===== src/rrd_pkg.sv =====
// constants for the receive recovery divider configuration block
package rrd_pkg;

    // ****************************************************************
    // register offsets (byte-wide register port)
    // ****************************************************************
    localparam logic [7:0] OFS_OCTAVE = 8'hc0;
    localparam logic [7:0] OFS_MAIN_HI = 8'hc1;
    localparam logic [7:0] OFS_MAIN_LO = 8'hc2;
    localparam logic [7:0] OFS_FRAC_HI = 8'hc3;
    localparam logic [7:0] OFS_FRAC_MID = 8'hc4;
    localparam logic [7:0] OFS_FRAC_LO = 8'hc5;

    // ****************************************************************
    // field positions
    // ****************************************************************
    localparam int OCT_W = 3;
    localparam int MAIN_W = 9;
    localparam int FRAC_W = 22;
    localparam int NOFRAC_BIT = 7;
    localparam int FRAC_HI_W = 6;

    // ****************************************************************
    // values after reset
    // ****************************************************************
    localparam logic [2:0] RST_OCTAVE = 3'h0;
    localparam logic [8:0] RST_MAIN = 9'h100;
    localparam logic [21:0] RST_FRAC = 22'h000000;
    localparam logic RST_NOFRAC = 1'b1;

    // ****************************************************************
    // preset table for the rate-select pins, 19.44 MHz reference, r = 1
    // ****************************************************************
    localparam logic [2:0] P_OCT [8] = '{3'h4, 3'h2, 3'h0, 3'h0, 3'h1, 3'h0, 3'h1, 3'h0};
    localparam logic [8:0] P_MAIN [8] = '{9'h100, 9'h100, 9'h100, 9'h111,
                                          9'h100, 9'h141, 9'h0da, 9'h0da};
    localparam logic [21:0] P_FRAC [8] = '{22'h000000, 22'h000000, 22'h000000, 22'h2926fb,
                                           22'h2673e3, 22'h1010db, 22'h13e281, 22'h13e281};
    localparam logic P_NOFRAC [8] = '{1'b1, 1'b1, 1'b1, 1'b0, 1'b0, 1'b0, 1'b0, 1'b0};

    // ****************************************************************
    // reference divider codes
    // ****************************************************************
    localparam logic [2:0] REF_CODE_MAX = 3'h5;
    localparam logic [5:0] REF_DIV_ONE = 6'h01;

endpackage


===== src/rrd_top.sv =====
// receive recovery divider configuration: registers, pin presets, selection
// Contract
// - the recovery frequency plan is set by reference, main, fractional and octave dividers.
// - the octave code 0 to 6 selects an octave divide of 1 to 64, halving the rate span each step.
// - the octave code is a 3-bit field of the register at c0h.
// - the 9-bit main divider is split over the registers at c1h and c2h.
// - the 22-bit fractional divider is spread over the registers at c3h to c5h.
// - a no-fraction flag in c3h selects integer division when set.
// - without bus configuration the settings come from three rate-select pins at 19.44 MHz.
// - rate codes 0 to 7 map to 155.52, 622.08, 2488.32, 2666.06, 1250, 3125, 1062.5, 2125.
// - the reference divider comes from the 3-bit field of a1h in bus mode, else two pins.
`timescale 1ns/1ns
module rrd_top (
    input wire logic clk_i,              // 100 mhz clock
    input wire logic rst_i,              // async reset, active high
    input wire logic bus_mode_i,         // 1: settings from registers
    input wire logic [7:0] reg_addr_i,   // register offset
    input wire logic reg_wr_i,           // write strobe
    input wire logic [7:0] reg_wdata_i,  // write data
    input wire logic reg_rd_i,           // read strobe
    output logic [7:0] reg_rdata_o,      // read data, one cycle after strobe
    input wire logic rate_sel0_i,        // rate-select pin 0
    input wire logic rate_sel1_i,        // rate-select pin 1
    input wire logic rate_sel2_i,        // rate-select pin 2
    input wire logic [2:0] ref_div_select_field_i, // a1h field from register block
    input wire logic [1:0] fref_pins_i,  // frequency-select pins {1,0}
    output logic [2:0] octave_div_o,     // active octave code
    output logic [6:0] octave_ratio_o,   // active octave divide value
    output logic [5:0] ref_div_o,        // active reference divide value
    output logic [8:0] main_div_o,       // active main divider
    output logic [21:0] frac_div_o,      // active fractional divider
    output logic no_fraction_o           // 1: integer division
);

    // ****************************************************************
    // state
    // ****************************************************************
    // register fields first, then the registered copies that feed the outputs
    typedef struct packed {
        logic [2:0] octave_div_field;
        logic [8:0] main_div_field;
        logic [21:0] frac_div_field;
        logic no_fraction_flag;
        logic [7:0] rdata;
        logic [2:0] oct_out;
        logic [6:0] ratio_out;
        logic [5:0] ref_out;
        logic [8:0] main_out;
        logic [21:0] frac_out;
        logic nofrac_out;
    } rrd_state_t;

    rrd_state_t s_q;
    rrd_state_t s_d;

    logic [2:0] p_oct;
    logic [8:0] p_main;
    logic [21:0] p_frac;
    logic p_nofrac;

    // ****************************************************************
    // write decode
    // ****************************************************************
    logic wr_octave;
    logic wr_main_hi;
    logic wr_main_lo;
    logic wr_frac_hi;
    logic wr_frac_mid;
    logic wr_frac_lo;

    // one strobe per mapped byte; unmapped offsets raise none, so they are ignored
    assign wr_octave = reg_wr_i && (reg_addr_i == rrd_pkg::OFS_OCTAVE);
    assign wr_main_hi = reg_wr_i && (reg_addr_i == rrd_pkg::OFS_MAIN_HI);
    assign wr_main_lo = reg_wr_i && (reg_addr_i == rrd_pkg::OFS_MAIN_LO);
    assign wr_frac_hi = reg_wr_i && (reg_addr_i == rrd_pkg::OFS_FRAC_HI);
    assign wr_frac_mid = reg_wr_i && (reg_addr_i == rrd_pkg::OFS_FRAC_MID);
    assign wr_frac_lo = reg_wr_i && (reg_addr_i == rrd_pkg::OFS_FRAC_LO);

    // ****************************************************************
    // elaboration checks
    // ****************************************************************
    // the byte lanes below are cut for these widths; refuse any other constants
    if (rrd_pkg::OCT_W != 3 || rrd_pkg::MAIN_W != 9) begin : g_int_width
        $error("octave or main divider width does not fit its byte lanes");
    end
    if (rrd_pkg::FRAC_W != 22 || rrd_pkg::FRAC_HI_W != 6) begin : g_frac_width
        $error("fraction width does not fit its three byte lanes");
    end
    // the no-fraction flag must sit above the fraction bits of its byte
    if (rrd_pkg::NOFRAC_BIT < rrd_pkg::FRAC_HI_W || rrd_pkg::NOFRAC_BIT > 7) begin : g_flag_pos
        $error("no-fraction flag overlaps the fraction bits");
    end

    // ****************************************************************
    // pin presets
    // ****************************************************************
    // pin preset table
    rrd_preset_rom u_rom (
        .clk_i(clk_i),
        .rst_i(rst_i),
        .code_i({rate_sel2_i, rate_sel1_i, rate_sel0_i}),
        .octave_o(p_oct),
        .main_o(p_main),
        .frac_o(p_frac),
        .nofrac_o(p_nofrac)
    );

    // ****************************************************************
    // register writes, reads and output selection
    // ****************************************************************
    always_comb begin
        s_d = s_q;
        // bytes land one at a time, so a multi-byte divider change shows
        // a mixed value on the outputs until its last byte is written
        // octave field write
        if (wr_octave) begin
            s_d.octave_div_field = reg_wdata_i[2:0];
        end
        if (wr_main_hi) begin
            s_d.main_div_field[8] = reg_wdata_i[0];
        end
        if (wr_main_lo) begin
            s_d.main_div_field[7:0] = reg_wdata_i;
        end
        if (wr_frac_hi) begin
            s_d.no_fraction_flag = reg_wdata_i[rrd_pkg::NOFRAC_BIT];
            s_d.frac_div_field[21:16] = reg_wdata_i[5:0];
        end
        if (wr_frac_mid) begin
            s_d.frac_div_field[15:8] = reg_wdata_i;
        end
        if (wr_frac_lo) begin
            s_d.frac_div_field[7:0] = reg_wdata_i;
        end
        // read mux; unmapped offsets and idle cycles return zero
        // a read in the cycle of a write to the same byte returns the old value
        s_d.rdata = 8'h00;
        if (reg_rd_i) begin
            case (reg_addr_i)
                rrd_pkg::OFS_OCTAVE: s_d.rdata = {5'h00, s_q.octave_div_field};
                rrd_pkg::OFS_MAIN_HI: s_d.rdata = {7'h00, s_q.main_div_field[8]};
                rrd_pkg::OFS_MAIN_LO: s_d.rdata = s_q.main_div_field[7:0];
                rrd_pkg::OFS_FRAC_HI: s_d.rdata = {s_q.no_fraction_flag, 1'b0,
                                                   s_q.frac_div_field[21:16]};
                rrd_pkg::OFS_FRAC_MID: s_d.rdata = s_q.frac_div_field[15:8];
                rrd_pkg::OFS_FRAC_LO: s_d.rdata = s_q.frac_div_field[7:0];
                default: s_d.rdata = 8'h00;
            endcase
        end
        // choose source of the frequency plan
        // a mode switch shows one cycle later; a rate-select pin change takes two cycles, through the table flop; a reference pin change takes one
        if (bus_mode_i) begin
            s_d.oct_out = s_q.octave_div_field;
            s_d.main_out = s_q.main_div_field;
            s_d.frac_out = s_q.frac_div_field;
            s_d.nofrac_out = s_q.no_fraction_flag;
        end else begin
            s_d.oct_out = p_oct;
            s_d.main_out = p_main;
            s_d.frac_out = p_frac;
            s_d.nofrac_out = p_nofrac;
        end
        // octave divide is a power of two; codes 7 clamp to 64
        // code 7 names no octave; clamping keeps the slowest legal divide, not 1
        if (s_d.oct_out > 3'h6) begin
            s_d.ratio_out = 7'h40;
        end else begin
            s_d.ratio_out = 7'(7'h01 << s_d.oct_out);
        end
        if (s_d.nofrac_out) begin
            s_d.frac_out = rrd_pkg::RST_FRAC;
        end
        // reference divide from field or pins; bad codes fall back to one
        // the pins reach four of the six ranges, the field reaches all six
        if (bus_mode_i) begin
            if (ref_div_select_field_i > rrd_pkg::REF_CODE_MAX) begin
                s_d.ref_out = rrd_pkg::REF_DIV_ONE;
            end else begin
                s_d.ref_out = 6'(rrd_pkg::REF_DIV_ONE << ref_div_select_field_i);
            end
        end else begin
            case (fref_pins_i)
                2'h3: s_d.ref_out = 6'h01;
                2'h2: s_d.ref_out = 6'h02;
                2'h1: s_d.ref_out = 6'h08;
                default: s_d.ref_out = 6'h20;
            endcase
        end
    end

    // state register
    always_ff @(posedge clk_i or posedge rst_i) begin
        if (rst_i) begin
            s_q <= '{rrd_pkg::RST_OCTAVE, rrd_pkg::RST_MAIN, rrd_pkg::RST_FRAC,
                     rrd_pkg::RST_NOFRAC, 8'h00, rrd_pkg::RST_OCTAVE, 7'h01,
                     rrd_pkg::REF_DIV_ONE, rrd_pkg::RST_MAIN, rrd_pkg::RST_FRAC,
                     rrd_pkg::RST_NOFRAC};
        end else begin
            s_q <= s_d;
        end
    end

    // outputs straight from flops, so the synthesizer never sees decode glitches
    assign reg_rdata_o = s_q.rdata;
    assign octave_div_o = s_q.oct_out;
    assign octave_ratio_o = s_q.ratio_out;
    assign ref_div_o = s_q.ref_out;
    assign main_div_o = s_q.main_out;
    assign frac_div_o = s_q.frac_out;
    assign no_fraction_o = s_q.nofrac_out;

endmodule


===== src/rrd_preset_rom.sv =====
// preset divider table addressed by the rate-select pin code
`timescale 1ns/1ns
module rrd_preset_rom (
    input wire logic clk_i,          // 100 mhz clock
    input wire logic rst_i,          // async reset, active high
    input wire logic [2:0] code_i,   // rate-select code
    output logic [2:0] octave_o,     // octave code
    output logic [8:0] main_o,       // main divider
    output logic [21:0] frac_o,      // fractional divider
    output logic nofrac_o            // integer division
);

    typedef struct packed {
        logic [2:0] octave;
        logic [8:0] main;
        logic [21:0] frac;
        logic nofrac;
    } rrd_rom_t;

    rrd_rom_t s_q;
    rrd_rom_t s_d;

    // rate code lookup, registered so outputs come from flops
    always_comb begin
        s_d.octave = rrd_pkg::P_OCT[code_i];
        s_d.main = rrd_pkg::P_MAIN[code_i];
        s_d.frac = rrd_pkg::P_FRAC[code_i];
        s_d.nofrac = rrd_pkg::P_NOFRAC[code_i];
    end

    // state register
    always_ff @(posedge clk_i or posedge rst_i) begin
        if (rst_i) begin
            s_q <= '{rrd_pkg::RST_OCTAVE, rrd_pkg::RST_MAIN, rrd_pkg::RST_FRAC,
                     rrd_pkg::RST_NOFRAC};
        end else begin
            s_q <= s_d;
        end
    end

    assign octave_o = s_q.octave;
    assign main_o = s_q.main;
    assign frac_o = s_q.frac;
    assign nofrac_o = s_q.nofrac;

endmodule


===== config.mk =====
export PLATFORM = sky130hd
export DESIGN_NAME = rrd_top
export DESIGN_NICKNAME = d
export VERILOG_FILES = /design/src/rrd_pkg.sv /design/src/rrd_top.sv /design/src/rrd_preset_rom.sv
export SDC_FILE = /design/constraint.sdc
export NUM_CORES = 1
export LEC_CHECK = 0
export BUFFER_PORTS_ARGS = -buffer_cell sky130_fd_sc_hd__clkbuf_2
export CORE_ASPECT_RATIO = 1.75
export CORE_MARGIN = 2
export CORE_UTILIZATION = 55
export DETAILED_ROUTE_END_ITERATION = 10
export PLACE_DENSITY = 0.79
export SLEW_MARGIN = 10
export SYNTH_ARGS = -nofsm -noshare
export SYNTH_HDL_FRONTEND = slang
export SYNTH_SLANG_ARGS = --single-unit

===== constraint.sdc =====
create_clock -name clk_i -period 3.65 [get_ports clk_i]
set_input_delay 0.1825 -clock clk_i [delete_from_list [all_inputs] [get_ports clk_i]]
set_output_delay 0.1825 -clock clk_i [all_outputs]
set_load 0.005 [all_outputs]

Word level (Yosys, flattened, before mapping)
Memory sizes are Yosys's and may differ from the RTL's. A register that Yosys moved wholly into a read port is not among the register bits.
Index checks and enable logic that the tools add are counted.
{ "word_totals": {"output_inout_bits": 56, "mem_bits_ro": 280, "n_memories": 4, "ff_bits": 91} }
{ "classes": {"n_lt_le_gt_ge": 2, "shift": 2, "n_bitwise": 1, "muxes": 9, "reduce_logical": 6, "n_eq_ne": 9} }
{ "memory_table": {"columns": ["memory", "words", "width", "read_ports", "rd_ports_with_merged_regs", "wr", "line", "rtl"], "rows": [
  ["(name not given)", 8, 22, 1, 1, 0, "rrd_preset_rom.sv:27", "s_d.frac = rrd_pkg::P_FRAC[code_i];"],
  ["(name not given)", 8, 9, 1, 1, 0, "rrd_preset_rom.sv:26", "s_d.main = rrd_pkg::P_MAIN[code_i];"],
  ["(name not given)", 8, 3, 1, 1, 0, "rrd_preset_rom.sv:25", "s_d.octave = rrd_pkg::P_OCT[code_i];"],
  ["(name not given)", 8, 1, 1, 1, 0, "rrd_preset_rom.sv:28", "s_d.nofrac = rrd_pkg::P_NOFRAC[code_i];"]
]} }
{ "ops": {"columns": ["op", "count"], "rows": [
  ["== test 8 bit (second input constant)", 6],
  ["one-hot mux 8 bit (6 select lines)", 1],
  ["two-way mux 32 bit", 1],
  ["two-way mux 22 bit", 1],
  ["one-hot mux 6 bit (3 select lines)", 1],
  ["two-way mux 6 bit", 2],
  ["two-way mux 8 bit", 1],
  ["two-way mux 7 bit", 1],
  ["left shift 1 x 3 -> 7 bit (first input constant)", 1],
  ["greater-than comparator 3 bit (second input constant)", 2],
  ["logical AND 1 bit", 6],
  ["left shift 1 x 3 -> 6 bit (first input constant)", 1],
  ["== test 2 bit (second input constant)", 2],
  ["NOT 3 -> 4 bit", 1],
  ["two-way mux 3 bit", 1],
  ["== test 2 x 1 -> 1 bit (second input constant)", 1]
]} }

Longest topological paths before layout
{ "logic_depth": {"word_depth": 3, "depth_mapped": 5, "depth_no_buf": 4} }

Modules after synthesis
Synthesis repeated with hierarchy kept, for this count alone.
{ "hier_totals": {"cells_unflattened": 398, "area_unflattened_um2": 4907.2} }
{ "modules_own_cells": {"columns": ["module", "n_inst", "cells_per_inst", "area_per_inst_um2"], "rows": [
  ["rrd_top", 1, 335, 4206.5],
  ["rrd_preset_rom", 1, 63, 700.7]
]} }

Worst setup path after synthesis
OpenSTA, ideal clock, no wires.
{ "synth_path": {"path_type": "in2reg", "startpoint": "input port reg_addr_i[3]", "endpoint": "register s_q[57] (netlist bit)", "path_stages": 3, "required_ns": 3.525, "path_buffers": 0, "arrival_time_ns": 1.441, "slack_ns": 2.084, "cell_sequence": "or4b_4 > nor3_4 > mux2_2"} }
{ "synth_via": {"elab_chain_len": 2} }
{ "synth_rtl": {"columns": ["element", "line", "rtl"], "rows": [
  ["from (decl)", "rrd_top.sv:17", "input wire logic [7:0] reg_addr_i,"],
  ["== test 8 bit", "rrd_top.sv:77", "assign wr_frac_lo = reg_wr_i && (reg_addr_i == rrd_pkg::OFS_FRAC_LO);"],
  ["logical AND 1 bit", "rrd_top.sv:77", null],
  ["to (signal assigned)", "rrd_top.sv:194", "s_q <= '{rrd_pkg::RST_OCTAVE, rrd_pkg::RST_MAIN, rrd_pkg::RST_FRAC,"],
  ["to (decl)", "rrd_top.sv:53", "rrd_state_t s_q;"]
]} }
No other way between the ends.
A chain may end at the register's enable or synchronous reset.

Final worst setup path
{ "layout_path": {"startpoint": "input port reg_addr_i[0]", "endpoint": "register s_q[64] (netlist bit)"} }
Same word-level chain as after synthesis.

==> out/metrics.cfg <==
[timing]
hold_viol = 0
min_period_ns = 1.606
setup-violations-final = 0
layout_setup_ws_ns = 2.044
rsz0062_at_grt = no
fmax_ghz = 0.6227
fin_worst_skew_ns = 0.006307
maxSlewViolCount = 0
max-slew-margin-rel_pct = 33.46
post-route-period-util_pct = 44.00
tightest_slew_ns = 0.9981
setup_tns_ns = 0

[floorplan]
die_area_mm2 = 0.009189
rows = 44
pin_count = 85
die_w_um = 73.33
die_h_um = 125.3
start_util_pct = 56.02
core_mm2 = 0.008258

[global_routing]
track_usage_pct = 20.86
grt_pass1_vias = 2743
grt_overflow = 0
antenna_found_initial = 0
grt_first_pass_wirelength_um = 13900
grt_max_degree = 86

[yosys]
yosysWarnings = 0
syn_avg_cell_area_um2 = 11.98
syn_nets = 415
seq_area_frac_synth_pct = 58.64
netlist_instances = 386
synth_top_family_by_area = multiplexers
ys_ff_latch = 108
yosys.area_share.adder_pct = 0
synth_cell_types = 32
synth_area_mm2 = 0.004626
yosys.area_share.simple_pct = 11.60
muxShareOfSynthArea_pct = 13.71
synth_xor_area_share_pct = 0
synth_compound_area_share_pct = 5.112

[worst_setup_path]
crit_start = reg_addr_i[0]
crit_path_end_kind = register
endpoint = s_q[64]$_DFFE_PP0P_
r2r_start = s_q[56]$_DFFE_PP1P_
crit_type = in2reg
rr_worst_depth = 2
r2r-end = frac_div_o[18]$_DFF_PP0_
cp-start-kind = input port
worstPathArrival_ns = 1.84
r2r_setup_slack_ns = 2.40
path_max_fanout = 18
required_ns = 3.88

[place]
place_ws_ns = 1.712
port_buffers = 84
dpl_cell_area_mm2 = 0.004700
dp_hpwl_um = 6456
place.gp.congestion = 0.8082

[clocking]
clk_latency_ns = 0.35
cts_resized = 0
cts_setup_buffers = 0
cts_hold_buf = 0
clockRootBuffer = clkbuf_16
numCtsBuffers = 9
clk_pin_slew_ns = 0.07
cts_htree_levels = 3
cts_tree = yes
cts.path.max_buffers = 2
cts.sinks = 108

[detailed_routing]
wl_per_cell_um = 17.78
drt-initial-drc-count = 252
route.detailed.drc = 0
ant_nets = 0
num_vias = 2778
vias_per_cell = 5.458
drt_first_pass_iters = 4
wl_um = 9048

[final_layout]
insertedDiodeCount = 0
syn_to_final_growth_pct = 8.223
layout.nets = 441
final_cell_area_mm2 = 0.005006
drive_gt1_share_pct = 37.41
finish.utilization_pct = 60.62

[power]
leakage_nw = 2.607
power.total_mw = 2.466
worst_ir_drop_vdd_mv = 0.2740
powerDensity_mw_per_mm2 = 492.6

[outcome]
status = completed

[hold_path]
hp-class = in2async

[flow_run]
maxCapViolations = 0

worst min path at each step:
stage                         startpoint                    endpoint  slack [ns]  cells past startpoint
after floorplan              rate_sel1_i  u_rom.frac_o[12]$_DFF_PP0_        0.26                      1
after global placement    fref_pins_i[0]      ref_div_o[0]$_DFF_PP1_        0.42                      3
after detailed placement  fref_pins_i[0]      ref_div_o[0]$_DFF_PP1_        0.43                      3
after CTS                 fref_pins_i[0]      ref_div_o[0]$_DFF_PP1_        0.06                      3
after global routing      fref_pins_i[0]      ref_div_o[0]$_DFF_PP1_        0.08                      3
final                              rst_i     main_div_o[2]$_DFF_PP0_        0.05                      2
Yosys cell counts:
| master | instances | area share (%) |
|---|---|---|
| nor4b_2 | 1 | 0.32 |
| a22oi_1 | 1 | 0.16 |
| buf_2 | 2 | 0.22 |
| and3b_1 | 3 | 0.57 |
| nand3_1 | 2 | 0.22 |
| a221oi_1 | 2 | 0.38 |
| clkbuf_1 | 12 | 0.97 |
| mux4_2 | 1 | 0.49 |
| nor3b_1 | 1 | 0.16 |
| nand2b_1 | 17 | 2.3 |
| mux2_2 | 41 | 10 |
| o31ai_1 | 1 | 0.16 |
| nor3_4 | 2 | 0.70 |
| mux2i_1 | 15 | 3.2 |
| dfrtp_1 | 100 | 54 |
| o32ai_1 | 2 | 0.38 |
| nor2b_1 | 5 | 0.68 |
| a21oi_1 | 21 | 2.3 |
| o22a_1 | 4 | 0.76 |
| nor4_1 | 1 | 0.14 |
| buf_4 | 55 | 8.9 |
| buf_1 | 1 | 0.081 |
| or4b_4 | 1 | 0.30 |
| dfstp_2 | 8 | 4.5 |
| nor3_1 | 4 | 0.43 |
| o21a_1 | 5 | 0.81 |
| nand4_1 | 3 | 0.41 |
| a32oi_1 | 1 | 0.19 |
| and2_1 | 2 | 0.27 |
| nor2_1 | 22 | 1.8 |
| nand2_1 | 41 | 3.3 |
| inv_1 | 9 | 0.73 |
power by group:
group / total [mW] / switching, mW / internal (mW)
clock: 0.988 / 0.446 / 0.541
sequential: 1.28 / 0.0302 / 1.25
combinational: 0.194 / 0.115 / 0.0789
total: 2.47 / 0.591 / 1.87
layout make-up:
class                           count  area [µm²]
Clock buffer                        9       225.2
Clock inverter                      7       81.33
Fill cell                         662        3252
Inverter                            9       36.28
Multi-Input combinational cell    199        1408
Sequential cell                   108        2713
Tap cell                           92       115.1
Timing Repair Buffer               85       427.9
placed cells by master (no fill, tap or decap), types with 3 or more instances in the layout:
master     netlist  final
o21a_1           5      5
inv_6            0      3
nor2_1          22     22
nor3_1           4      4
clkbuf_16        0      9
nand2b_1        17     17
nor2b_1          5      5
mux2i_1         15     15
nand4_1          3      3
clkbuf_2         0     84
nand2_1         41     41
mux2_2          41     41
a21oi_1         21     21
o22a_1           4      4
dfstp_2          8      8
dfrtp_1        100    100
and3b_1          3      3
inv_1            9      8
metal layers:
metal | wire length, µm | part of all wire (%) | GRT usage (%)
met1 | 3197 | 35 | 22.51
met4 | 311 | 3.4 | 10.70
met5 | 0 | 0 | 0
met3 | 380 | 4.2 | 4.754
met2 | 5159 | 57 | 36.78
per-stage QoR:
stage / cells / hold WS, ns
after global placement: 493 / 0.4169
final: 509 / 0.05104
after detailed placement: 493 / 0.4329
after global routing: 509 / 0.07784
after CTS: 509 / 0.06417
after floorplan: 386 / 0.2596
cell families (layout without fill, tap and decap cells):
group | count (synthesis) | count (layout)
flip-flops | 108 | 108
AND/OR/NAND/NOR | 105 | 105
buffers and inverters | 79 | 110
multiplexers | 57 | 57
AO/OA/AOI/OAI | 37 | 37
state kept, by name, indices dropped and copies added, names as in the netlist:
| signal | flops |
|---|---|
| frac_div_o | 22 |
| main_div_o | 9 |
| no_fraction_o | 1 |
| octave_div_o | 3 |
| octave_ratio_o | 7 |
| ref_div_o | 6 |
| reg_rdata_o | 8 |
| s_q | 35 |
| u_rom.frac_o | 12 |
| u_rom.main_o | 1 |
| u_rom.nofrac_o | 1 |
| u_rom.octave_o | 3 |
worst max-delay path, cell delays in order:
cell and delay [ns]:
clkbuf_2 0.43, nand3_1 0.34, nor3_4 0.48, mux2_2 0.40
Note: power is estimated with default switching activity, not from simulation.
